**src/hdl/afc_pkg.sv**
```systemverilog
package afc_pkg;
  localparam logic [3:0] ADDR_CTRL     = 4'h0;
  localparam logic [3:0] ADDR_STATUS   = 4'h1;
  localparam logic [3:0] ADDR_WDATA    = 4'h2;
  localparam logic [3:0] ADDR_RDATA    = 4'h3;
  localparam logic [3:0] ADDR_NF_CFG   = 4'h4;
  localparam logic [3:0] ADDR_NE_CFG   = 4'h5;
  localparam logic [3:0] ADDR_TIMING   = 4'h6;
  localparam int CTRL_WRITE_BIT  = 0;
  localparam int CTRL_READ_BIT   = 1;
  localparam int CTRL_LOAD_BIT   = 2;
  localparam int CTRL_INIT_BIT   = 3;
  localparam int CTRL_SRCSEL_BIT = 4;
  localparam int CFG_MODE_BIT    = 8;
  localparam int CFG_RSVD_LO     = 6;
  localparam int CFG_RSVD_HI     = 7;
  localparam int CLK_MHZ         = 100;
  localparam int INIT_TO_READ_NS = 30;
  localparam int INIT_TO_READ_CYC = (INIT_TO_READ_NS * CLK_MHZ + 999) / 1000;
  localparam int STROBE_NS       = 40;
  localparam int STROBE_CYC      = (STROBE_NS * CLK_MHZ + 999) / 1000;
  localparam int RECOVER_NS      = 20;
  localparam int RECOVER_CYC     = (RECOVER_NS * CLK_MHZ + 999) / 1000;
  localparam int INIT_PULSE_NS   = 60;
  localparam int INIT_PULSE_CYC  = (INIT_PULSE_NS * CLK_MHZ + 999) / 1000;
  localparam logic [8:0] NF_RESET = 9'h000;
  localparam logic [8:0] NE_RESET = 9'h000;
endpackage

```
**src/hdl/afc_host.sv**
```systemverilog
// Chosen here: the register addresses and the strobed register port.
`timescale 1ns/1ns
module afc_host (
  input  wire logic       clk_sys,
  input  wire logic       reset_n,
  input  wire logic [3:0] addr,
  input  wire logic [31:0] wdata,
  input  wire logic       wr_stb,
  input  wire logic       rd_stb,
  output logic      [31:0] rdata,
  output logic            write_n,
  output logic            read_n,
  output logic            init_in_n,
  output logic            lead_replay_src_sel_n,
  output logic      [8:0] data_in,
  input  wire logic [8:0] q_in,
  output logic      [8:0] q_out,
  output logic            q_oe,
  input  wire logic       empty_ind_n,
  input  wire logic       full_ind_n,
  input  wire logic       third_ind_n
);
  typedef enum logic [2:0] {
    ST_IDLE = 3'b000, ST_ASSERT = 3'b001, ST_WAIT = 3'b011, ST_RECOVER = 3'b010,
    ST_INIT = 3'b110, ST_LREAD = 3'b111, ST_LWR = 3'b101, ST_LGAP = 3'b100
  } afc_state_t;
  typedef struct packed {
    afc_state_t  st;
    logic        is_read;
    logic        phase;
    logic [7:0]  cnt;
    logic [8:0]  wdat;
    logic [8:0]  rdat;
    logic        rvalid;
    logic [8:0]  nf_cfg;
    logic [8:0]  ne_cfg;
    logic        srcsel;
    logic        lead_n;
    logic        done;
    logic [31:0] rdata;
  } afc_host_state_t;
  afc_host_state_t cur_ff;
  afc_host_state_t nxt_s;
  logic            busy;
  logic            cmd_wr;
  logic            cmd_rd;
  logic            cmd_ld;
  logic            cmd_init;
  logic            write_ok;
  logic            read_ok;
  assign busy   = (cur_ff.st != ST_IDLE);
  assign cmd_wr = wr_stb && addr == afc_pkg::ADDR_CTRL && wdata[afc_pkg::CTRL_WRITE_BIT];
  assign cmd_rd = wr_stb && addr == afc_pkg::ADDR_CTRL && wdata[afc_pkg::CTRL_READ_BIT];
  assign cmd_ld = wr_stb && addr == afc_pkg::ADDR_CTRL && wdata[afc_pkg::CTRL_LOAD_BIT];
  assign cmd_init = wr_stb && addr == afc_pkg::ADDR_CTRL && wdata[afc_pkg::CTRL_INIT_BIT];
  assign write_ok = full_ind_n;
  assign read_ok  = empty_ind_n;
  ////////////////////////////////////////////////////////////////////////////////
  always_comb begin
    nxt_s = cur_ff;
    nxt_s.done = 1'b0;
    nxt_s.rdata = 32'h0000_0000;
    if (wr_stb && !busy) begin
      unique case (addr)
        afc_pkg::ADDR_WDATA: nxt_s.wdat = wdata[8:0];
        // reserved offset bits kept zero on the way out
        afc_pkg::ADDR_NF_CFG: nxt_s.nf_cfg = {wdata[8], 2'b00, wdata[5:0]};
        afc_pkg::ADDR_NE_CFG: nxt_s.ne_cfg = {wdata[8], 2'b00, wdata[5:0]};
        afc_pkg::ADDR_TIMING: begin
          nxt_s.srcsel = wdata[afc_pkg::CTRL_SRCSEL_BIT];
          nxt_s.lead_n = wdata[0];
        end
        default: ;
      endcase
    end
    if (rd_stb) begin
      unique case (addr)
        afc_pkg::ADDR_STATUS: nxt_s.rdata = {24'h00_0000, cur_ff.rvalid, busy,
          3'b000, third_ind_n, full_ind_n, empty_ind_n};
        afc_pkg::ADDR_RDATA: nxt_s.rdata = {23'h00_0000, cur_ff.rdat};
        afc_pkg::ADDR_NF_CFG: nxt_s.rdata = {23'h00_0000, cur_ff.nf_cfg};
        afc_pkg::ADDR_NE_CFG: nxt_s.rdata = {23'h00_0000, cur_ff.ne_cfg};
        default: nxt_s.rdata = 32'h0000_0000;
      endcase
      if (addr == afc_pkg::ADDR_RDATA) nxt_s.rvalid = 1'b0;
    end
    unique case (cur_ff.st)
      ST_IDLE: begin
        nxt_s.cnt = 8'h00;
        // a strobe may be held on a full or empty buffer; it completes after the
        // opposite strobe rises and the indicator goes high
        if (cmd_ld) begin
          nxt_s.st = ST_INIT;
          nxt_s.phase = 1'b0;
        end else if (cmd_init) begin
          nxt_s.st = ST_INIT;
          nxt_s.phase = 1'b1;
        end else if (cmd_wr) begin
          nxt_s.st = ST_ASSERT;
          nxt_s.is_read = 1'b0;
        end else if (cmd_rd) begin
          nxt_s.st = ST_ASSERT;
          nxt_s.is_read = 1'b1;
        end
      end
      ST_ASSERT: begin
        // hold strobe until the buffer can take the access
        if (cur_ff.is_read ? read_ok : write_ok) begin
          nxt_s.st = ST_WAIT;
          nxt_s.cnt = 8'h00;
        end
      end
      ST_WAIT: begin
        nxt_s.cnt = cur_ff.cnt + 8'h01;
        if (cur_ff.cnt == 8'(afc_pkg::STROBE_CYC - 1)) begin
          nxt_s.st = ST_RECOVER;
          nxt_s.cnt = 8'h00;
          if (cur_ff.is_read) begin
            nxt_s.rdat = q_in;
            nxt_s.rvalid = 1'b1;
          end
        end
      end
      ST_RECOVER: begin
        nxt_s.cnt = cur_ff.cnt + 8'h01;
        if (cur_ff.cnt == 8'(afc_pkg::RECOVER_CYC - 1)) begin
          nxt_s.st = ST_IDLE;
          nxt_s.done = 1'b1;
        end
      end
      ST_INIT: begin
        nxt_s.cnt = cur_ff.cnt + 8'h01;
        if (!cur_ff.phase && cur_ff.cnt == 8'(afc_pkg::INIT_TO_READ_CYC - 1)) begin
          nxt_s.st = ST_LREAD;
          nxt_s.cnt = 8'h00;
        end else if (cur_ff.phase && cur_ff.cnt == 8'(afc_pkg::INIT_PULSE_CYC - 1)) begin
          nxt_s.st = ST_RECOVER;
          nxt_s.cnt = 8'h00;
        end
      end
      ST_LREAD: begin
        nxt_s.cnt = cur_ff.cnt + 8'h01;
        if (cur_ff.cnt == 8'(afc_pkg::INIT_TO_READ_CYC - 1)) begin
          nxt_s.st = ST_LWR;
          nxt_s.cnt = 8'h00;
        end
      end
      ST_LWR: begin
        nxt_s.cnt = cur_ff.cnt + 8'h01;
        if (cur_ff.cnt == 8'(afc_pkg::STROBE_CYC - 1)) begin
          nxt_s.st = ST_LGAP;
          nxt_s.cnt = 8'h00;
        end
      end
      ST_LGAP: begin
        nxt_s.cnt = cur_ff.cnt + 8'h01;
        if (cur_ff.cnt == 8'(afc_pkg::RECOVER_CYC - 1)) begin
          nxt_s.cnt = 8'h00;
          // near-full goes first, near-empty second
          if (!cur_ff.phase) begin
            nxt_s.phase = 1'b1;
            nxt_s.st = ST_LWR;
          end else begin
            nxt_s.st = ST_IDLE;
            nxt_s.done = 1'b1;
          end
        end
      end
      default: nxt_s.st = ST_IDLE;
    endcase
  end
  ////////////////////////////////////////////////////////////////////////////////
  always_ff @(posedge clk_sys) begin
    if (!reset_n) begin
      cur_ff <= '{st: ST_IDLE, is_read: 1'b0, phase: 1'b0, cnt: 8'h00, wdat: 9'h000,
                 rdat: 9'h000, rvalid: 1'b0, nf_cfg: afc_pkg::NF_RESET,
                 ne_cfg: afc_pkg::NE_RESET, srcsel: 1'b0, lead_n: 1'b0,
                 done: 1'b0, rdata: 32'h0000_0000};
    end else begin
      cur_ff <= nxt_s;
    end
  end
  ////////////////////////////////////////////////////////////////////////////////
  logic load_st;
  assign load_st   = cur_ff.st inside {ST_LREAD, ST_LWR, ST_LGAP};
  assign rdata     = cur_ff.rdata;
  assign init_in_n = !(cur_ff.st == ST_INIT || load_st);
  // read strobe goes low the init-to-read delay after init, and stays low to the end
  assign read_n    = !((cur_ff.st inside {ST_ASSERT, ST_WAIT} && cur_ff.is_read)
                       || load_st);
  assign write_n   = !((cur_ff.st inside {ST_ASSERT, ST_WAIT} && !cur_ff.is_read)
                       || cur_ff.st == ST_LWR);
  // during a load the same pin selects where the threshold data comes from
  assign lead_replay_src_sel_n = load_st ? cur_ff.srcsel : cur_ff.lead_n;
  assign data_in   = (load_st && !cur_ff.srcsel) ?
                     (cur_ff.phase ? cur_ff.ne_cfg : cur_ff.nf_cfg) : cur_ff.wdat;
  assign q_out     = cur_ff.phase ? cur_ff.ne_cfg : cur_ff.nf_cfg;
  assign q_oe      = load_st && cur_ff.srcsel;
  ////////////////////////////////////////////////////////////////////////////////
  chk_load_order: assert property (@(posedge clk_sys) disable iff (!reset_n)
    cur_ff.st == ST_LGAP && !cur_ff.phase && cur_ff.cnt == 8'(afc_pkg::RECOVER_CYC - 1)
    |=> cur_ff.st == ST_LWR && cur_ff.phase)
    else $error("second load write not issued");
  chk_init_delay: assert property (@(posedge clk_sys) disable iff (!reset_n)
    $fell(init_in_n) && cur_ff.st == ST_INIT && !cur_ff.phase
    |-> read_n [*3])
    else $error("read strobe too soon after init");
  chk_write_full: assert property (@(posedge clk_sys) disable iff (!reset_n)
    cur_ff.st == ST_ASSERT && !cur_ff.is_read && !full_ind_n |=> !write_n)
    else $error("write strobe released while full");
  chk_read_empty: assert property (@(posedge clk_sys) disable iff (!reset_n)
    cur_ff.st == ST_ASSERT && cur_ff.is_read && !empty_ind_n |=> cur_ff.st == ST_ASSERT)
    else $error("read completed while empty");
  chk_strobe_excl: assert property (@(posedge clk_sys) disable iff (!reset_n)
    !write_n && !read_n |-> !init_in_n)
    else $error("both strobes low outside load");
  chk_src_drive: assert property (@(posedge clk_sys) disable iff (!reset_n)
    q_oe |-> !init_in_n && lead_replay_src_sel_n)
    else $error("output pins driven outside load");
  chk_rsvd_zero: assert property (@(posedge clk_sys) disable iff (!reset_n)
    load_st |-> (cur_ff.srcsel ? q_out[7:6] : data_in[7:6]) == 2'b00)
    else $error("reserved threshold bits set");
  chk_read_done: assert property (@(posedge clk_sys) disable iff (!reset_n)
    cur_ff.st == ST_WAIT && cur_ff.is_read && cur_ff.cnt == 8'(afc_pkg::STROBE_CYC - 1)
    |=> cur_ff.rvalid && cur_ff.st == ST_RECOVER)
    else $error("read data not captured");
  ////////////////////////////////////////////////////////////////////////////////
  chk_init_quiet: assert property (@(posedge clk_sys) disable iff (!reset_n)
    cur_ff.st == ST_INIT
    |-> read_n && write_n && !init_in_n)
    else $error("strobe low during init pulse");

  chk_init_width: assert property (@(posedge clk_sys) disable iff (!reset_n)
    $fell(init_in_n) && cur_ff.phase
    |-> (!init_in_n) [*6])
    else $error("init pulse too short");

  chk_init_end: assert property (@(posedge clk_sys) disable iff (!reset_n)
    cur_ff.st == ST_INIT && cur_ff.phase && cur_ff.cnt == 8'(afc_pkg::INIT_PULSE_CYC - 1)
    |=> init_in_n && cur_ff.st == ST_RECOVER)
    else $error("init pulse not released");

  chk_load_read: assert property (@(posedge clk_sys) disable iff (!reset_n)
    cur_ff.st == ST_INIT && !cur_ff.phase && cur_ff.cnt == 8'(afc_pkg::INIT_TO_READ_CYC - 1)
    |=> !read_n && !init_in_n && write_n)
    else $error("load read strobe not issued");

  chk_load_lead: assert property (@(posedge clk_sys) disable iff (!reset_n)
    cur_ff.st == ST_LREAD
    |-> !read_n && write_n)
    else $error("load lead-in strobes wrong");

  chk_load_pulse: assert property (@(posedge clk_sys) disable iff (!reset_n)
    $fell(write_n) && load_st
    |-> (!write_n) [*4] ##1 write_n)
    else $error("load write pulse width wrong");

  chk_load_gap: assert property (@(posedge clk_sys) disable iff (!reset_n)
    cur_ff.st == ST_LGAP
    |-> write_n && !read_n && !init_in_n)
    else $error("load gap strobes wrong");

  chk_load_data: assert property (@(posedge clk_sys) disable iff (!reset_n)
    !write_n && !$past(write_n) && load_st
    |-> $stable(data_in) && $stable(q_out))
    else $error("load data moved under strobe");

  chk_load_close: assert property (@(posedge clk_sys) disable iff (!reset_n)
    cur_ff.st == ST_LGAP && cur_ff.phase && cur_ff.cnt == 8'(afc_pkg::RECOVER_CYC - 1)
    |=> init_in_n && read_n && write_n)
    else $error("load not closed");

  chk_load_source: assert property (@(posedge clk_sys) disable iff (!reset_n)
    load_st && !cur_ff.srcsel
    |-> !q_oe && data_in == (cur_ff.phase ? cur_ff.ne_cfg : cur_ff.nf_cfg))
    else $error("input pins not carrying threshold");

  chk_oe_value: assert property (@(posedge clk_sys) disable iff (!reset_n)
    q_oe
    |-> q_out == (cur_ff.phase ? cur_ff.ne_cfg : cur_ff.nf_cfg))
    else $error("output pins not carrying threshold");

  chk_one_strobe: assert property (@(posedge clk_sys) disable iff (!reset_n)
    cur_ff.st inside {ST_ASSERT, ST_WAIT}
    |-> init_in_n && (write_n != read_n))
    else $error("access strobes not exclusive");

  chk_strobe_width: assert property (@(posedge clk_sys) disable iff (!reset_n)
    cur_ff.st == ST_ASSERT && (cur_ff.is_read ? read_ok : write_ok)
    |=> (cur_ff.st == ST_WAIT) [*4] ##1 cur_ff.st == ST_RECOVER)
    else $error("access strobe width wrong");

  chk_recover_high: assert property (@(posedge clk_sys) disable iff (!reset_n)
    cur_ff.st == ST_RECOVER
    |-> write_n && read_n && init_in_n)
    else $error("strobe low in recovery");

  chk_recover_len: assert property (@(posedge clk_sys) disable iff (!reset_n)
    cur_ff.st == ST_RECOVER && cur_ff.cnt == 8'(afc_pkg::RECOVER_CYC - 1)
    |=> !busy)
    else $error("recovery overran");

  chk_read_capture: assert property (@(posedge clk_sys) disable iff (!reset_n)
    cur_ff.st == ST_WAIT && cur_ff.is_read && cur_ff.cnt == 8'(afc_pkg::STROBE_CYC - 1)
    |=> cur_ff.rdat == $past(q_in))
    else $error("read word not the pin value");

  chk_write_data: assert property (@(posedge clk_sys) disable iff (!reset_n)
    !write_n && !load_st
    |-> data_in == cur_ff.wdat)
    else $error("write data not on pins");

  chk_read_hold: assert property (@(posedge clk_sys) disable iff (!reset_n)
    cur_ff.st == ST_ASSERT && cur_ff.is_read
    |-> !read_n && write_n)
    else $error("pending read strobe not held");

  chk_write_hold: assert property (@(posedge clk_sys) disable iff (!reset_n)
    cur_ff.st == ST_ASSERT && !cur_ff.is_read
    |-> !write_n && read_n)
    else $error("pending write strobe not held");

  chk_lead_level: assert property (@(posedge clk_sys) disable iff (!reset_n)
    !load_st
    |-> lead_replay_src_sel_n == cur_ff.lead_n)
    else $error("lead select not shown");

  chk_rsvd_regs: assert property (@(posedge clk_sys) disable iff (!reset_n)
    cur_ff.nf_cfg[7:6] == 2'b00
    && cur_ff.ne_cfg[7:6] == 2'b00)
    else $error("reserved bits held in config");

  chk_status_live: assert property (@(posedge clk_sys) disable iff (!reset_n)
    $past(rd_stb) && $past(addr) == afc_pkg::ADDR_STATUS
    |-> rdata[2:0] == {$past(third_ind_n), $past(full_ind_n), $past(empty_ind_n)}
        && rdata[6] == $past(busy))
    else $error("status word not live");

  chk_rdata_quiet: assert property (@(posedge clk_sys) disable iff (!reset_n)
    !$past(rd_stb)
    |-> rdata == 32'h0000_0000)
    else $error("read data outside answer cycle");

  chk_rvalid_clear: assert property (@(posedge clk_sys) disable iff (!reset_n)
    $past(rd_stb) && $past(addr) == afc_pkg::ADDR_RDATA && $past(cur_ff.st) != ST_WAIT
    |-> !cur_ff.rvalid)
    else $error("read valid not cleared");

  chk_cmd_take: assert property (@(posedge clk_sys) disable iff (!reset_n)
    !busy && cmd_wr && !wdata[afc_pkg::CTRL_LOAD_BIT] && !wdata[afc_pkg::CTRL_INIT_BIT]
    |=> cur_ff.st == ST_ASSERT && !write_n)
    else $error("write command not started");
endmodule // afc_host

```
**config.mk**
```make
export PLATFORM = sky130hd
export DESIGN_NAME = afc_host
export DESIGN_NICKNAME = d
export VERILOG_FILES = /design/src/hdl/afc_pkg.sv /design/src/hdl/afc_host.sv
export SDC_FILE = /design/constraint.sdc
export NUM_CORES = 1
export LEC_CHECK = 0
export CORE_ASPECT_RATIO = 1.2
export CORE_UTILIZATION = 63
export DETAILED_ROUTE_END_ITERATION = 12
export DONT_BUFFER_PORTS = 1
export GPL_TIMING_DRIVEN = 0
export PLACE_DENSITY_LB_ADDON = 0.3
export SLEW_MARGIN = 20
export SYNTH_ARGS = -nofsm -noshare
export SYNTH_HDL_FRONTEND = slang
export SYNTH_SLANG_ARGS = --single-unit
```
**constraint.sdc**
```tcl
create_clock -name clk_sys -period 2.4 [get_ports clk_sys]
set_input_delay 0.48 -clock clk_sys [delete_from_list [all_inputs] [get_ports clk_sys]]
set_output_delay 0.48 -clock clk_sys [all_outputs]
set_load 0.02 [all_outputs]
```
# == Yosys cells after proc, flatten, opt, wreduce, memory -nomap -nowiden ==
# Cells that the tools add are included.
# op_classes
n_eq_ne,26
addsub,1
bitwise,2
muxes,34
reduce_logical,39
# ops
cell,n
8-bit one-hot mux with 7 select lines,1
8-bit 2-to-1 mux,5
9-bit one-hot mux with 4 select lines,1
3-bit 2-to-1 mux,11
9-bit 2-to-1 mux,3
3-bit one-hot mux with 8 select lines,1
"8-bit by 2-bit == test with 1-bit output, second input constant",2
"3-bit == test, second input constant",4
"4-bit by 3-bit == test with 1-bit output, second input constant",3
1-bit logical AND,12
"2-bit inequality test, second input constant",6
2-bit AND reduction,5
1-bit 2-to-1 mux,9
"8-bit by 1-bit adder with 8-bit output, second input constant",1
"4-bit by 2-bit == test with 1-bit output, second input constant",2
"8-bit by 1-bit == test with 1-bit output, second input constant",1
"8-bit by 3-bit == test with 1-bit output, second input constant",1
4-bit 2-to-1 mux,2
8-bit AND reduction,1
1-bit zero test,7
"3-bit by 2-bit == test with 1-bit output, second input constant",2
"3-bit inequality test, second input constant",2
3-bit AND reduction,2
2-bit nonzero test,3
other kinds (11),15
# word_totals
elab_cells,114
output_inout_bits,55
register_bits,80
inputBits,52

# == Longest topological paths before layout ==
# logic_depth
word_depth,8
depth_mapped,8
ltp_nobuf,8

# == Worst setup path before layout ==
# Ideal clock, no wire load.
# synth_timing
path_kind,reg-to-output
startpoint,reg cur_ff[80] (netlist name)
endpoint,out data_in[0]
path_stages_with_launch,4
setup_slack_ps,518
arrival_time_ps,1402
path_cell_list,dfxtp_1 > clkbuf_1 > mux2_2 > mux2_2
# synth_via
elab_chain_cells,2
# synth_rtl
element,line_no,rtl
start: declaration,afc_host.sv:42,afc_host_state_t cur_ff;
start signal: assignment,afc_host.sv:175,"cur_ff <= '{st: ST_IDLE, is_read: 1'b0, phase: 1'b0, cnt: 8'h00, wdat: 9'h000,"
start signal: assignment,afc_host.sv:180,cur_ff <= nxt_s;
9-bit 2-to-1 mux,n/a,
via q_out[0],afc_host.sv:17,"output logic [8:0] q_out,"
9-bit 2-to-1 mux,afc_host.sv:195,assign data_in = (load_st && !cur_ff.srcsel) ?
end: declaration,afc_host.sv:15,"output logic [8:0] data_in,"
# The timed path passes the listed nets, and every way through them passes these cells.

# == Worst setup path in the final report ==
# layout_timing
startpoint,reg cur_ff[84] (netlist name)
endpoint,out data_in[4]
# layout_via
elab_chain_cells,4
word_cells_on_any_way,6
classes_between,eq/ne: 3; mux: 1; reduce/logical: 2
# layout_rtl
element,line_no,rtl
"3-bit == test, on equally long branches",n/a,
3-bit nonzero test *,afc_host.sv:185,"assign load_st = cur_ff.st inside {ST_LREAD, ST_LWR, ST_LGAP};"
1-bit logical AND *,afc_host.sv:195,
9-bit 2-to-1 mux *,afc_host.sv:195,
# Every way passes the cells marked *; elsewhere a longest branch is shown, timed or not.

==> results.md <==
* Max H-tree Level at 3
* DR vias/cell at around 5.5
* Starting Density at 66.7%
* Antenna Diode Count at 0
* Max layer used: met4
* Row count at 27
* Port Buffer Count at 0
* # hold bufs at CTS at 0
* Yosys top cell area share at ~36%
* First-pass GRT wire length at 11600 µm
* Post-synth EDFFs at 0
* Final period util at 95.6%
* Relative slew slack at 62.6%
* CTS Buffer Depth at 2
* DRT iter0 DRCs at 100
* RSZ-0062 raised after global routing: no
* Placed Area at 3290 µm²
* CTS tree: yes
* Share of layout cells above drive strength 1 at 22.0%
* Chip width at roughly 66 µm
* Root buf cell: clkbuf_8
* Core ar. at 4700 µm²
* Min-Delay Path Class: input pin to flop
* Setup-failing EPs final at 0
* Largest net degree at the start of global routing at 11
* Maxcap violations at 0
* CP max-delay cell: mux2_2
* DRT Pass-1 Iters at 4
* Synth Flop Type: dfxtp_1
* Area grow syn2layout at 12.9%
* Synthesized area at ~3100 µm²
* Unique masters post-synth at 49
* Die height at 79.2 µm
* DRT antenna net count at 0
* GRT Total Usage at between 20% and 30%
* Critical Path AT at roughly 1.8 ns
* Peak supply drop at ~0.00066 V
* FILL cells at 366
* Worst setup SP type: flop
* Max Clk Rate at between 0.4 and 0.5 GHz
* Skew final at roughly 0.0079 ns
* Routed WL per cell at 16.2 µm
* Cts bufs inserted at 9
* Ys async rst share at 0%
* Final Cell Area at 3540 µm²
* Syn Inst Count at 355
* Postcts setup bufs at 0
* Area leader, netlist: dfxtp_1
* Via count at roughly 2500
* Ports at 107
* Critical path type: flop to output pin
* Register area share after synthesis at 36.4%
* Critical Path RT at 1.92 ns
* Outcome: finished clean
* Clock transition at path regs at 0.07 ns
* Layout net count at 446
* Met3 routed WL at around 400 µm
* Initial antenna violation count at 0
* Drt drc at 0
* Global route total overflow at 0
* Largest stage delay on the critical path at 0.42 ns
* Yosys reg bits at 57
* Full die area at 5260 µm²
* GPL Wtd Cong at approximately 0.86
* Slew Limit Fails at 0
* Hold Fails Final Rpt at 0
* Number of global-route vias before repair at 2396
* Pwr per Cell Area at ~660 nW/µm²
* Crit-path max FO at 10
* Met2 wire length at 3880 µm
* Setup tns final at 0 ns
* Final wirelength at 7350 µm
* P_leak at about 1.5 nW
* Actual slew at the worst max-slew pin at 0.561 ns
* Met1 wire length at 2950 µm
* Synth Warn # at 0
* Worst-Skew Late Latency at 0.34 ns
* Min Tclk post-route at 2.29 ns
* Mapped Avg Cell Area at 8.82 µm²
* DP HPWL at just over 5000 µm
* Critical Path End Type: output pin
* Clock sinks at 57
* Worst path cell trace: buf_2 -> nand2_2 -> nor2_4 -> mux2_2
* Ranking of synthesized cells by area: dfxtp_1, mux2i_1, buf_4
cells by family after synthesis:
| logic type | after synthesis | share of synthesized area (%) |
|---|---|---|
| AND/OR/NAND/NOR | 130 | 20.3 |
| multiplexers | 63 | 20.8 |
| flip-flops | 57 | 36.4 |
| buffers and inverters | 56 | 11.5 |
| AO/OA/AOI/OAI | 41 | 8.55 |
| XOR/XNOR | 4 | 1.12 |
| adder cells (fa/ha/maj) | 3 | 1.20 |
| other | 1 | 0.120 |
final timing paths:
check                          start                 endpoint  slack [ns]  depth (start not counted)
max          cur_ff[84]$_SDFFE_PN0P_               data_in[4]        0.11                          4
min                         wdata[0]  cur_ff[81]$_SDFFE_PN0P_        0.24                          1
max reg2reg  cur_ff[84]$_SDFFE_PN0P_  cur_ff[64]$_SDFFE_PN0P_        0.52                          6
min reg2reg  cur_ff[33]$_SDFFE_PN0P_  cur_ff[33]$_SDFFE_PN0P_        0.48                          2
cells in the final DEF, fill, tap and decap left out, types with 8 or more instances in the layout:
cell type / instances
a21oi_1: 12
buf_4: 36
clkbuf_1: 8
clkbuf_8: 10
conb_1: 25
dfxtp_1: 56
mux2_2: 15
mux2i_1: 47
nand2_1: 18
nand2b_1: 8
nor2_1: 62
final cells by class:
| type | instances | area, µm² | area share [%] |
|---|---|---|---|
| Inverter | 6 | 22.5 | 0.637 |
| Clock buffer | 11 | 141 | 4.00 |
| Tap cell | 58 | 72.6 | 2.05 |
| Sequential cell | 57 | 1140 | 32.3 |
| Buffer | 50 | 338 | 9.55 |
| Multi-Input combinational cell | 267 | 1740 | 49.2 |
| Clock inverter | 5 | 78.8 | 2.23 |
metal layers:
metal	up-vias	global-route usage (%)
met1	1181	32.4
met5	-	0
met4	0	12.6
met2	81	52.1
li1	1226	-
met3	9	9.05
registers in the layout, indices dropped and copies added, names as in the netlist:
signal	count
cur_ff	48
rdata	9
report_power, final:
group          leakage (nW)  internal (W)  switching [W]
sequential            0.460      0.000966      0.0000217
combinational         0.902      0.000122       0.000210
clock                 0.113      0.000611       0.000390
total                  1.48       0.00170       0.000621
critical path, delay by kind of cell, from the launching register on:
family,cells,cell delay (ns)
buffers and inverters,1,0.26
muxes,1,0.42
DFF,1,0.41
and+or+nand+nor,2,0.37
cell usage after synthesis (2+ instances only):
| cell type | instances |
|---|---|
| clkbuf_1 | 8 |
| a21oi_1 | 12 |
| nand3_2 | 2 |
| mux2i_1 | 47 |
| ha_1 | 3 |
| nor4_2 | 2 |
| mux2_2 | 15 |
| a22oi_1 | 2 |
| nor2b_1 | 5 |
| nor2_1 | 62 |
| nor3_1 | 7 |
| buf_4 | 36 |
| xnor2_1 | 4 |
| nand2b_1 | 8 |
| o21ai_0 | 6 |
| and2_1 | 2 |
| a21o_1 | 4 |
| nand4b_1 | 3 |
| nand2_1 | 19 |
| nand3_1 | 6 |
| nor3_2 | 2 |
| o21ai_1 | 3 |
| inv_1 | 6 |
| o22a_1 | 4 |
| and3_1 | 3 |
| buf_2 | 5 |
| dfxtp_1 | 57 |
timing repair:
| item | CTS | global route |
|---|---|---|
| pin swaps | 0 | 1 |
| cloned | 0 | 1 |
| setup endpoints to repair | 7 | 7 |
| resized for setup | 2 | 3 |
| hold endpoints to repair | 0 | 0 |
metrics by stage:
step	setup WS, ns	hold slack [ns]	cells	power, W	util [%]
2_1_floorplan	0.518	0.452	379	0.00127	-
3_3_place_gp	0.344	0.467	437	0.00132	70.2
3_5_place_dp	0.337	0.478	437	0.00133	70.2
4_1_cts	0.0900	0.232	453	0.00232	75.0
5_1_grt	0.0180	0.235	454	0.00240	75.3
6_report	0.106	0.238	454	0.00232	75.3
Power figures use the tool's default switching activity.
